## src/include/dpl_pkg.sv

```systemverilog
// dpl_pkg: register map, reset values, carriers and damping lookup for the loop control
package dpl_pkg;
  localparam logic [7:0] DPL_CTRL_OFS = 8'h00;
  localparam logic [7:0] DPL_BW_OFS = 8'h04;
  localparam logic [7:0] DPL_DAMP_OFS = 8'h08;
  localparam logic [7:0] DPL_MC_OFS = 8'h0c;
  localparam logic [7:0] DPL_LOSS_EN_OFS = 8'h10;
  localparam logic [7:0] DPL_WEIGHT_OFS = 8'h14;
  localparam logic [7:0] DPL_FINE_THR_OFS = 8'h18;
  localparam logic [7:0] DPL_STATUS_OFS = 8'h1c;
  localparam logic [7:0] DPL_PPHASE_OFS = 8'h20;
  localparam logic [7:0] DPL_SPHASE_OFS = 8'h24;
  localparam logic [7:0] DPL_DIV_OFS = 8'h28;

  // ctrl bit positions
  localparam int DPL_CTRL_AUTO_BW = 0;
  localparam int DPL_CTRL_NE_DIS = 1;
  localparam int DPL_CTRL_MC_EN = 2;
  localparam int DPL_CTRL_MC_IN_LOOP = 3;
  localparam int DPL_CTRL_P_DIV8K = 4;
  localparam int DPL_CTRL_S_DIV8K = 5;
  localparam int DPL_CTRL_S_MEASURE = 6;

  localparam logic [6:0] DPL_CTRL_RST = 7'h01;
  localparam logic [3:0] DPL_LOCKED_BW_RST = 4'h4;
  localparam logic [3:0] DPL_ACQ_BW_RST = 4'h7;
  localparam logic [1:0] DPL_SEC_BW_RST = 2'h0;
  // damping code 3 keeps gain peak near 0.1 dB at every bandwidth
  localparam logic [2:0] DPL_DAMP_RST = 3'h3;
  localparam logic [3:0] DPL_MC_RANGE_RST = 4'h3;
  localparam logic [3:0] DPL_LOSS_EN_RST = 4'hf;
  localparam logic [7:0] DPL_PFD_W_RST = 8'h10;
  localparam logic [7:0] DPL_EL_W_RST = 8'h01;
  localparam logic [15:0] DPL_FINE_THR_RST = 16'h0040;
  localparam logic [15:0] DPL_DIV_RST = 16'h0001;

  // secondary bandwidth codes map onto primary codes 7, 8, 9 (18, 35, 70 Hz)
  localparam logic [3:0] DPL_BW_4HZ = 4'h5;
  localparam logic [3:0] DPL_BW_8HZ = 4'h6;
  localparam logic [3:0] DPL_BW_18HZ = 4'h7;
  localparam logic [3:0] DPL_BW_35HZ = 4'h8;
  localparam logic [3:0] DPL_BW_70HZ = 4'h9;

  // slowest input is 2 kHz, so an input idle for one such period is dead
  localparam int DPL_CLK_PERIOD_NS = 4;
  localparam int DPL_ACT_TIMEOUT_NS = 500000;
  localparam int DPL_ACT_CYCLES = DPL_ACT_TIMEOUT_NS / DPL_CLK_PERIOD_NS;

  typedef enum logic [2:0] {
    DPL_DF_1P2 = 3'b000,
    DPL_DF_2P5 = 3'b001,
    DPL_DF_5 = 3'b010,
    DPL_DF_10 = 3'b011,
    DPL_DF_20 = 3'b100
  } dpl_damp_t;

  typedef struct packed {
    logic [3:0] bw_sel;
    dpl_damp_t damping;
    logic locked;
    logic near_edge;
    logic [3:0] loss;
    logic signed [31:0] err;
  } dpl_loop_out_t;

  function automatic dpl_damp_t dpl_damping(input logic [3:0] bw, input logic [2:0] code);
    dpl_damp_t df;
    df = DPL_DF_5;
    if (bw == DPL_BW_8HZ) begin
      if (code == 3'h1) df = DPL_DF_2P5;
    end else if (bw >= DPL_BW_18HZ && bw <= DPL_BW_70HZ) begin
      case (code)
        3'h1: df = DPL_DF_1P2;
        3'h2: df = DPL_DF_2P5;
        3'h4: df = (bw == DPL_BW_18HZ) ? DPL_DF_5 : DPL_DF_10;
        3'h5: df = (bw == DPL_BW_18HZ) ? DPL_DF_5 :
                   (bw == DPL_BW_35HZ) ? DPL_DF_10 : DPL_DF_20;
        default: df = DPL_DF_5;
      endcase
    end
    return df;
  endfunction
endpackage

```

## src/hw/dpl_phase_det.sv

```systemverilog
// dpl_phase_det: phase/frequency, early/late and multi-cycle detector for one loop
`timescale 1ns/1ps
module dpl_phase_det #(
  parameter int PW = 24,
  parameter int CW = 14,
  parameter int TW = 20
) (
  input wire logic pclk,
  input wire logic presetn,
  input wire logic ref_in,
  input wire logic fb_in,
  input wire logic div_en,
  input wire logic [15:0] div_ratio,
  input wire logic mc_in_loop,
  input wire logic mc_en,
  input wire logic [3:0] mc_range,
  input wire logic near_edge,
  input wire logic [TW-1:0] act_limit,
  output logic signed [PW-1:0] phase,
  output logic signed [PW-1:0] loop_phase,
  output logic slip,
  output logic no_act
);
  typedef struct packed {
    logic ref_d;
    logic fb_d;
    logic [15:0] div_cnt;
    logic [PW-1:0] t;
    logic [PW-1:0] per;
    logic signed [CW-1:0] cyc;
    logic signed [PW-1:0] ph;
    logic signed [PW-1:0] lp;
    logic slip;
    logic [TW-1:0] idle;
    logic no_act;
  } dpl_pd_state_t;

  dpl_pd_state_t s_reg, s_next;
  logic ref_rise;
  logic fb_rise;
  logic ref_evt;
  logic signed [CW-1:0] lim;
  logic signed [PW-1:0] raw;
  logic signed [PW+CW-1:0] span;

  always_comb begin
    s_next = s_reg;
    // every pclk samples the pin, so each level must last at least one clock
    ref_rise = ref_in & ~s_reg.ref_d;
    fb_rise = fb_in & ~s_reg.fb_d;
    s_next.ref_d = ref_in;
    s_next.fb_d = fb_in;
    // divide-to-8k: only every div_ratio-th reference edge is compared
    ref_evt = ref_rise;
    if (div_en && ref_rise) begin
      ref_evt = (s_reg.div_cnt >= div_ratio - 16'h0001);
      s_next.div_cnt = ref_evt ? 16'h0000 : s_reg.div_cnt + 16'h0001;
    end
    // time since reference edge, in whole clock cycles
    // the ref edge itself counts, so a feedback edge k cycles later reads k
    if (ref_evt) begin
      s_next.t = PW'(1);
      s_next.per = s_reg.t;
    end else if (~&s_reg.t) begin
      s_next.t = s_reg.t + 1'b1;
    end
    // multi-cycle count always tracks, clamped to 2^(n+1)-1 UI
    // ranges past 12 stop at the 8191 UI ceiling so the count cannot wrap
    lim = CW'((32'sd2 <<< ((mc_range > 4'hc) ? 4'hc : mc_range)) - 32'sd1);
    if (ref_evt && !fb_rise) begin
      s_next.cyc = (s_reg.cyc >= lim) ? lim : s_reg.cyc + 1'b1;
    end else if (fb_rise && !ref_evt) begin
      s_next.cyc = (s_reg.cyc <= -lim) ? -lim : s_reg.cyc - 1'b1;
    end
    // coarse detector: n whole cycles of slip
    s_next.slip = (s_next.cyc >= lim) || (s_next.cyc <= -lim);
    // nearest edge folds into +-180 degrees, else 0 to +360
    // coincident edges are zero phase, not a whole period
    raw = ref_evt ? '0 : $signed(s_reg.t);
    if (near_edge && !ref_evt && (s_reg.t > (s_reg.per >> 1))) begin
      raw = $signed(s_reg.t - s_reg.per);
    end
    // whole cycles still open once this feedback edge has been counted
    span = PW'(raw) + s_next.cyc * $signed({1'b0, s_reg.per[PW-2:0]});
    if (fb_rise) begin
      s_next.ph = raw;
      // full multi-cycle value in loop, else limited to one cycle
      s_next.lp = (mc_en && mc_in_loop) ? span[PW-1:0] : raw;
    end
    // input activity monitor
    if (ref_rise) begin
      s_next.idle = '0;
    end else if (~&s_reg.idle) begin
      s_next.idle = s_reg.idle + 1'b1;
    end
    s_next.no_act = (s_reg.idle >= act_limit);
  end

  always_ff @(posedge pclk or negedge presetn) begin
    if (!presetn) begin
      s_reg <= '0;
    end else begin
      s_reg <= s_next;
    end
  end

  assign phase = s_reg.ph;
  assign loop_phase = s_reg.lp;
  assign slip = s_reg.slip;
  assign no_act = s_reg.no_act;
endmodule

```

## src/hw/dpl_loop_ctrl.sv

```systemverilog
// dpl_loop_ctrl: apb-controlled phase detection and loop control for both timing loops
//
// Summary of operation
// - secondary loop has one bandwidth setting chosen from 18, 35 or 70 Hz.
// - damping factor programmable among 1.2, 2.5, 5, 10 and 20.
// - secondary loop runs independently, alongside the primary loop.
// - secondary loop usable as frame-sync loop or input-to-input phase meter.
// - auto mode uses acquisition bandwidth unlocked, locked bandwidth once locked.
// - detector takes inputs from 2 kHz up to 77.76 MHz.
// - divide-to-8k bit divides the reference to 8 kHz before comparison.
// - nearest-edge capture spans +-180 degrees; normal spans 0 to +360 and frequency locks.
// - nearest-edge selected automatically when multi-cycle is off and locked.
// - nearest-edge disable bit forbids nearest-edge, keeps frequency locking.
// - multi-cycle enable bit; 4-bit range 1, 3, 7, 15 up to 8191 UI.
// - in-loop bit uses full multi-cycle phase, else limited to 360 degrees.
// - multi-cycle detector tracks target phase regardless of in-loop bit.
// - four phase-loss sources, each with its own enable bit.
// - lock state steers nearest-edge choice and bandwidth choice.
// - coarse detector flags loss at n cycles, n from the range field.
// - damping table for 0.1 to 18 Hz bandwidths per 3-bit code.
// - damping table for 35 Hz and 70 Hz bandwidths per code.
// - default damping keeps wander gain peak near 0.1 dB.
// - registers weight the frequency and early/late detectors.
// - loop logic runs on the internal clock; resolution is one cycle.
//
// Our own choices: the placing of the registers and the APB slave port.
`timescale 1ns/1ps
module dpl_loop_ctrl
  import dpl_pkg::*;
#(
  parameter int ACT_CYCLES = dpl_pkg::DPL_ACT_CYCLES,
  parameter int PW = 24
) (
  input wire logic pclk,
  input wire logic presetn,
  input wire logic psel,
  input wire logic penable,
  input wire logic pwrite,
  input wire logic [7:0] paddr,
  input wire logic [31:0] pwdata,
  output logic [31:0] prdata,
  output logic pready,
  output logic pslverr,
  input wire logic primary_ref,
  input wire logic primary_fb,
  input wire logic primary_freq_limit,
  input wire logic secondary_ref,
  input wire logic secondary_fb,
  input wire logic secondary_freq_limit,
  output dpl_pkg::dpl_loop_out_t primary_out,
  output dpl_pkg::dpl_loop_out_t secondary_out
);
  import dpl_pkg::*;

  localparam int TW = 20;

  typedef struct packed {
    logic [6:0] ctrl;
    logic [3:0] locked_bw;
    logic [3:0] acq_bw;
    logic [1:0] sec_bw;
    logic [2:0] p_damp;
    logic [2:0] s_damp;
    logic [3:0] mc_range;
    logic [3:0] loss_en;
    logic [7:0] pfd_w;
    logic [7:0] el_w;
    logic [15:0] fine_thr;
    logic [15:0] p_div;
    logic [15:0] s_div;
    logic [31:0] rdata;
    dpl_loop_out_t p;
    dpl_loop_out_t s;
  } dpl_state_t;

  dpl_state_t st_reg, st_next;

  logic signed [PW-1:0] p_phase, p_loop, s_phase, s_loop;
  logic p_slip, p_noact, s_slip, s_noact;
  logic p_mc_en, p_ne, s_ne;
  logic s_fb_sel;
  logic [TW-1:0] act_lim;
  logic mapped;

  assign act_lim = TW'(ACT_CYCLES);
  assign p_mc_en = st_reg.ctrl[DPL_CTRL_MC_EN];
  assign p_ne = st_reg.p.near_edge;
  assign s_ne = st_reg.s.near_edge;
  // phase-meter mode compares the secondary reference against the primary one
  assign s_fb_sel = st_reg.ctrl[DPL_CTRL_S_MEASURE] ? primary_ref : secondary_fb;

  // both loops share one detector design and the multi-cycle controls, but each keeps its own state
  dpl_phase_det #(.PW(PW), .CW(14), .TW(TW)) u_pd_primary (
    .pclk(pclk),
    .presetn(presetn),
    .ref_in(primary_ref),
    .fb_in(primary_fb),
    .div_en(st_reg.ctrl[DPL_CTRL_P_DIV8K]),
    .div_ratio(st_reg.p_div),
    .mc_in_loop(st_reg.ctrl[DPL_CTRL_MC_IN_LOOP]),
    .mc_en(p_mc_en),
    .mc_range(st_reg.mc_range),
    .near_edge(p_ne),
    .act_limit(act_lim),
    .phase(p_phase),
    .loop_phase(p_loop),
    .slip(p_slip),
    .no_act(p_noact)
  );

  dpl_phase_det #(.PW(PW), .CW(14), .TW(TW)) u_pd_secondary (
    .pclk(pclk),
    .presetn(presetn),
    .ref_in(secondary_ref),
    .fb_in(s_fb_sel),
    .div_en(st_reg.ctrl[DPL_CTRL_S_DIV8K]),
    .div_ratio(st_reg.s_div),
    .mc_in_loop(st_reg.ctrl[DPL_CTRL_MC_IN_LOOP]),
    .mc_en(p_mc_en),
    .mc_range(st_reg.mc_range),
    .near_edge(s_ne),
    .act_limit(act_lim),
    .phase(s_phase),
    .loop_phase(s_loop),
    .slip(s_slip),
    .no_act(s_noact)
  );

  // combine detector terms: pfd part scaled by 1/16, early/late adds a signed step
  function automatic logic signed [31:0] weigh(input logic signed [PW-1:0] ph,
                                               input logic [7:0] pw,
                                               input logic [7:0] ew);
    logic signed [31:0] prod;
    logic signed [31:0] el;
    prod = (32'(ph) * $signed({24'h000000, pw})) >>> 4;
    el = (ph < 0) ? -$signed({24'h000000, ew}) : $signed({24'h000000, ew});
    return prod + ((ph == 0) ? 32'sh00000000 : el);
  endfunction

  function automatic logic fine_loss(input logic signed [PW-1:0] ph,
                                     input logic [15:0] thr);
    logic signed [PW-1:0] mag;
    mag = (ph < 0) ? -ph : ph;
    return mag > $signed({{(PW-16){1'b0}}, thr});
  endfunction

  always_comb begin
    logic [3:0] p_loss;
    logic [3:0] s_loss;
    logic [3:0] s_bw_code;
    logic [3:0] p_bw_code;
    logic p_lock;
    logic s_lock;
    p_loss = '0;
    s_loss = '0;
    s_bw_code = '0;
    p_bw_code = '0;
    p_lock = 1'b0;
    s_lock = 1'b0;
    st_next = st_reg;
    mapped = 1'b1;

    // register writes take effect at the access edge
    if (psel && penable && pwrite) begin
      case (paddr)
        DPL_CTRL_OFS: st_next.ctrl = pwdata[6:0];
        DPL_BW_OFS: begin
          st_next.locked_bw = pwdata[3:0];
          st_next.acq_bw = pwdata[7:4];
          // only three secondary settings exist; code 3 is held off
          if (pwdata[9:8] != 2'h3) st_next.sec_bw = pwdata[9:8];
        end
        DPL_DAMP_OFS: begin
          st_next.p_damp = pwdata[2:0];
          st_next.s_damp = pwdata[6:4];
        end
        DPL_MC_OFS: st_next.mc_range = pwdata[3:0];
        DPL_LOSS_EN_OFS: st_next.loss_en = pwdata[3:0];
        DPL_WEIGHT_OFS: begin
          st_next.pfd_w = pwdata[7:0];
          st_next.el_w = pwdata[15:8];
        end
        DPL_FINE_THR_OFS: st_next.fine_thr = pwdata[15:0];
        DPL_DIV_OFS: begin
          st_next.p_div = pwdata[15:0];
          st_next.s_div = pwdata[31:16];
        end
        default: st_next.ctrl = st_reg.ctrl;
      endcase
    end

    // read data is latched in the setup cycle so the answer comes from a flop
    case (paddr)
      DPL_CTRL_OFS: st_next.rdata = {25'h0000000, st_reg.ctrl};
      DPL_BW_OFS: st_next.rdata = {22'h000000, st_reg.sec_bw, st_reg.acq_bw,
                                   st_reg.locked_bw};
      DPL_DAMP_OFS: st_next.rdata = {25'h0000000, st_reg.s_damp, 1'b0, st_reg.p_damp};
      DPL_MC_OFS: st_next.rdata = {28'h0000000, st_reg.mc_range};
      DPL_LOSS_EN_OFS: st_next.rdata = {28'h0000000, st_reg.loss_en};
      DPL_WEIGHT_OFS: st_next.rdata = {16'h0000, st_reg.el_w, st_reg.pfd_w};
      DPL_FINE_THR_OFS: st_next.rdata = {16'h0000, st_reg.fine_thr};
      DPL_STATUS_OFS: st_next.rdata = {5'h00, st_reg.s.damping, st_reg.s.bw_sel,
                                       st_reg.s.loss, st_reg.s.near_edge,
                                       st_reg.s.locked, 1'b0, st_reg.p.damping,
                                       st_reg.p.bw_sel, st_reg.p.loss,
                                       st_reg.p.near_edge, st_reg.p.locked};
      DPL_PPHASE_OFS: st_next.rdata = 32'(p_phase);
      DPL_SPHASE_OFS: st_next.rdata = 32'(s_phase);
      DPL_DIV_OFS: st_next.rdata = {st_reg.s_div, st_reg.p_div};
      default: begin
        st_next.rdata = 32'h00000000;
        mapped = 1'b0;
      end
    endcase
    if (!(psel && !penable)) st_next.rdata = st_reg.rdata;

    // four individually enabled loss sources: fine, coarse, freq limit, activity
    p_loss = {p_noact, primary_freq_limit, p_slip,
              fine_loss(p_phase, st_reg.fine_thr)} & st_reg.loss_en;
    s_loss = {s_noact, secondary_freq_limit, s_slip,
              fine_loss(s_phase, st_reg.fine_thr)} & st_reg.loss_en;
    p_lock = ~|p_loss;
    s_lock = ~|s_loss;
    st_next.p.loss = p_loss;
    st_next.s.loss = s_loss;
    st_next.p.locked = p_lock;
    st_next.s.locked = s_lock;

    // lock state picks nearest edge; disable bit keeps frequency locking
    st_next.p.near_edge = p_lock && !p_mc_en && !st_reg.ctrl[DPL_CTRL_NE_DIS];
    st_next.s.near_edge = s_lock && !p_mc_en && !st_reg.ctrl[DPL_CTRL_NE_DIS];

    // acquisition bandwidth only while unlocked and auto mode is on
    p_bw_code = (st_reg.ctrl[DPL_CTRL_AUTO_BW] && !p_lock) ? st_reg.acq_bw
                                                           : st_reg.locked_bw;
    st_next.p.bw_sel = p_bw_code;
    // secondary codes 0..2 land on 18, 35, 70 Hz
    case (st_reg.sec_bw)
      2'h1: s_bw_code = DPL_BW_35HZ;
      2'h2: s_bw_code = DPL_BW_70HZ;
      default: s_bw_code = DPL_BW_18HZ;
    endcase
    st_next.s.bw_sel = s_bw_code;

    // damping follows the bandwidth actually in use
    st_next.p.damping = dpl_damping(p_bw_code, st_reg.p_damp);
    st_next.s.damping = dpl_damping(s_bw_code, st_reg.s_damp);

    st_next.p.err = weigh(p_loop, st_reg.pfd_w, st_reg.el_w);
    st_next.s.err = weigh(s_loop, st_reg.pfd_w, st_reg.el_w);
  end

  always_ff @(posedge pclk or negedge presetn) begin
    if (!presetn) begin
      st_reg <= '0;
      st_reg.ctrl <= DPL_CTRL_RST;
      st_reg.locked_bw <= DPL_LOCKED_BW_RST;
      st_reg.acq_bw <= DPL_ACQ_BW_RST;
      st_reg.sec_bw <= DPL_SEC_BW_RST;
      st_reg.p_damp <= DPL_DAMP_RST;
      st_reg.s_damp <= DPL_DAMP_RST;
      st_reg.mc_range <= DPL_MC_RANGE_RST;
      st_reg.loss_en <= DPL_LOSS_EN_RST;
      st_reg.pfd_w <= DPL_PFD_W_RST;
      st_reg.el_w <= DPL_EL_W_RST;
      st_reg.fine_thr <= DPL_FINE_THR_RST;
      st_reg.p_div <= DPL_DIV_RST;
      st_reg.s_div <= DPL_DIV_RST;
      st_reg.p.damping <= DPL_DF_5;
      st_reg.s.damping <= DPL_DF_5;
    end else begin
      st_reg <= st_next;
    end
  end

  // zero wait states; unmapped offsets answer with an error
  assign pready = 1'b1;
  assign pslverr = psel && penable && !mapped;
  assign prdata = st_reg.rdata;
  assign primary_out = st_reg.p;
  assign secondary_out = st_reg.s;
endmodule

```

## config.mk

```make
export PLATFORM = sky130hd
export DESIGN_NAME = dpl_loop_ctrl
export DESIGN_NICKNAME = d
export VERILOG_FILES = /design/src/include/dpl_pkg.sv /design/src/hw/dpl_phase_det.sv /design/src/hw/dpl_loop_ctrl.sv
export SDC_FILE = /design/constraint.sdc
export NUM_CORES = 2
export LEC_CHECK = 0
export ABC_AREA = 0
export ABC_CLOCK_PERIOD_IN_PS = 10550
export BUFFER_PORTS_ARGS = -buffer_cell sky130_fd_sc_hd__buf_2
export CORE_MARGIN = 3
export CORE_UTILIZATION = 48
export DETAILED_ROUTE_END_ITERATION = 12
export GPL_ROUTABILITY_DRIVEN = 0
export HOLD_SLACK_MARGIN = 0.15
export PLACE_DENSITY = 0.74
export REMOVE_ABC_BUFFERS = 1
export SLEW_MARGIN = 10
export SYNTH_ARGS = -nofsm -noshare
export SYNTH_HDL_FRONTEND = slang
export SYNTH_SLANG_ARGS = --single-unit
```

## constraint.sdc

```tcl
create_clock -name pclk -period 10.55 [get_ports pclk]
set_input_delay 1.055 -clock pclk [delete_from_list [all_inputs] [get_ports pclk]]
set_output_delay 1.055 -clock pclk [all_outputs]
set_load 0.02 [all_outputs]
```

==> impl_metrics.ini <==
[floorplanning]
num_io_pins = 175
die_h_um = 373.9
die_area_sq_um = 139800
start_util = 0.4849
die_width_um = 373.9
coreArea_sq_um = 134000
rows = 134

[cells_and_area]
drive_above_1_share = 0.09552
final_common_cell = inv_1
syn_to_final_growth_pct = 7.421
layout.nets = 8798
layout_common_cells = 1049 x inv_1, 857 x nand2_1, 698 x fa_1, 601 x ha_1, 491 x dfrtp_1

[worst_setup_path]
path_common_cell = fa_1
slowest_stage = or4_4
crit_required_ns = 11.14
end_kind = register
cp.arrival_ns = 10.81
worstSetupPathType = reg2reg
startpoint_type = register
crit_fanout = 11
critical-path-max-stage-delay_ns = 0.56

[sta]
worstMarginPinSlew_ns = 1.298
fin_skew_ns = 0.03556
max_freq_ghz = 0.09790
finalCriticalPeriod_ns = 10.21
slew_viol_final = 0
hold_viol_final = 0
setup_viol = 0
holdWs_ns = 0.3563
min_period_over_period = 0.9682
slew-limit-headroom = 0.1296

[run_status]
status = completed

[clocking]
cts_tree = yes
htree_levels = 2
clkTransAtPathRegs_ns = 0.07
cts_root_buf = clkbuf_16
cts_buffers = 58
clock-sinks = 516
clock_path_buffers = 3
clkLatencyLatePin_ns = 0.69

[route]
postRouteAntennaNets = 0
routed_via_density = 5.844
first_pass_iters = 13
drc = 0
vias = 54190
routedWlPerCell_um = 20.75
drt_iter0_drc = 5946
wl_mm = 192.4

[pwr]
irDropWorstVdd_v = 0.0002578
p_total_uw = 16410
p_leak_uw = 0.03532
p_per_area_nw_per_um2 = 235.2

[logic_synthesis]
ys_warn_count = 0
synth-edff-count = 0
syn_area_sq_um = 64960
ys_ff_latch = 516
async_flop_share = 1.000
synth_cells = 7462
synth_ff_type = dfrtp_1
synth_area_per_cell_sq_um = 8.706
ys_types = 92
yosysSeqAreaShare = 0.1992

[grt]
grt_max_degree = 130
grt_usage = 0.2709
first_global_vias = 53990
antenna_found_initial = 17
grt_pass1_wl_mm = 302.0
overflow = 0

[flow_run]
cap_viol_max_count = 0

[worst_hold_path]
hp-class = in2async

[placement]
port_buffers = 173
dp_hpwl_mm = 151.4
==> logic make-up after synthesis <==
group / count (synthesis) / share of synthesized area
and+or+nand+nor: 2421 / 0.1791
buffers and inverters: 1494 / 0.09364
adders and majority gates: 1301 / 0.3312
AOI/OAI and AO/OA: 1170 / 0.1150
DFF: 516 / 0.1992
xor gates and xnor gates: 389 / 0.05329
muxes: 169 / 0.02841
other: 2 / 0.0001156
==> report_power, final <==
part	switching, uW	internal [uW]
sequential	770	2270
combinational	6650	4550
clock	924	1250
total	8340	8070
==> Yosys cell counts (59+ instances only) <==
master    count  share of area
mux2_2      123          0.021
nor3_1      131          0.010
and2_1      331          0.032
nor2_1      494          0.029
nand2b_1     66         0.0064
clkbuf_1    292          0.017
ha_1        603           0.12
inv_1      1050          0.061
a31oi_1      84         0.0081
a21oi_1     266          0.020
nand4_1      59         0.0057
fa_1        698           0.22
xnor2_1     242          0.033
dfrtp_1     494           0.19
nand2_1     858          0.050
xor2_1      143          0.019
and3_1       80         0.0077
nor4_1       59         0.0057
nand3_1     118         0.0091
buf_4       124          0.014
a21o_1       82         0.0095
o21ai_0     338          0.026
==> timing repair <==
action                     4_1_cts  5_1_grt
resized for setup                2       53
cloned                           0        0
setup buffers                    0       21
pin swaps                        0        9
hold buffers                     0        0
setup endpoints to repair        1       13
==> stage by stage <==
stage	setup TNS [ns]	utilization	setup slack (ns)	instance area, sq um	std cells
5_1_grt	-0.1124	0.5209	-0.06039	69780	9269
2_1_floorplan	-30.46	-	-1.762	62850	7027
4_1_cts	0	0.5177	0.03772	69350	9243
3_5_place_dp	-0.06821	0.5026	-0.06821	67320	9133
6_report	0	0.5209	0.3352	69780	9272
3_3_place_gp	0	0.5026	0.1203	67320	9133
==> area by class of cell <==
class	count	area, sq um
antenna	8	20.02
sequential	516	12940
fill	11950	64180
tap	1768	2212
inverter	1052	3949
clock buffer	80	1665
multi-input combinational	5459	46300
timing repair buffer	359	2337
clock inverter	30	351.6
==> final timing paths <==
path                       slack (ns)  depth (start not counted)                     from                                        end
min                              0.36                          1                  presetn      u_pd_secondary.s_reg[129]$_DFFE_PN0P_
max reg2reg                      0.34                         41  st_reg[192]$_DFFE_PN0P_  u_pd_secondary.loop_phase[23]$_DFFE_PN0P_
min in group pclk                0.48                          1    prdata[5]$_DFFE_PN0P_                      prdata[5]$_DFFE_PN0P_
max in group asynchronous        7.82                          3                  presetn                  primary_out[17]$_DFF_PN0_
max                              0.34                         41  st_reg[192]$_DFFE_PN0P_  u_pd_secondary.loop_phase[23]$_DFFE_PN0P_
min reg2reg                      0.48                          1    prdata[5]$_DFFE_PN0P_                      prdata[5]$_DFFE_PN0P_
==> routing by layer <==
layer,part of all wire,vias up,global-route usage
met5,0.00019,-,0
met2,0.44,2820,0.4200
li1,-,24330,-
met3,0.11,651,0.06937
met4,0.057,6,0.1304
met1,0.39,26390,0.3539
==> critical path, delay by kind of cell (launching register included) <==
kind | cells | cell delay (ns)
buffers and inverters | 8 | 0.92
adder cells (fa/ha/maj) | 9 | 3.87
flip-flops | 1 | 0.38
AND/OR/NAND/NOR | 13 | 2.78
AO/OA/AOI/OAI | 11 | 2.16
Note: power is estimated with default switching activity, not from simulation.
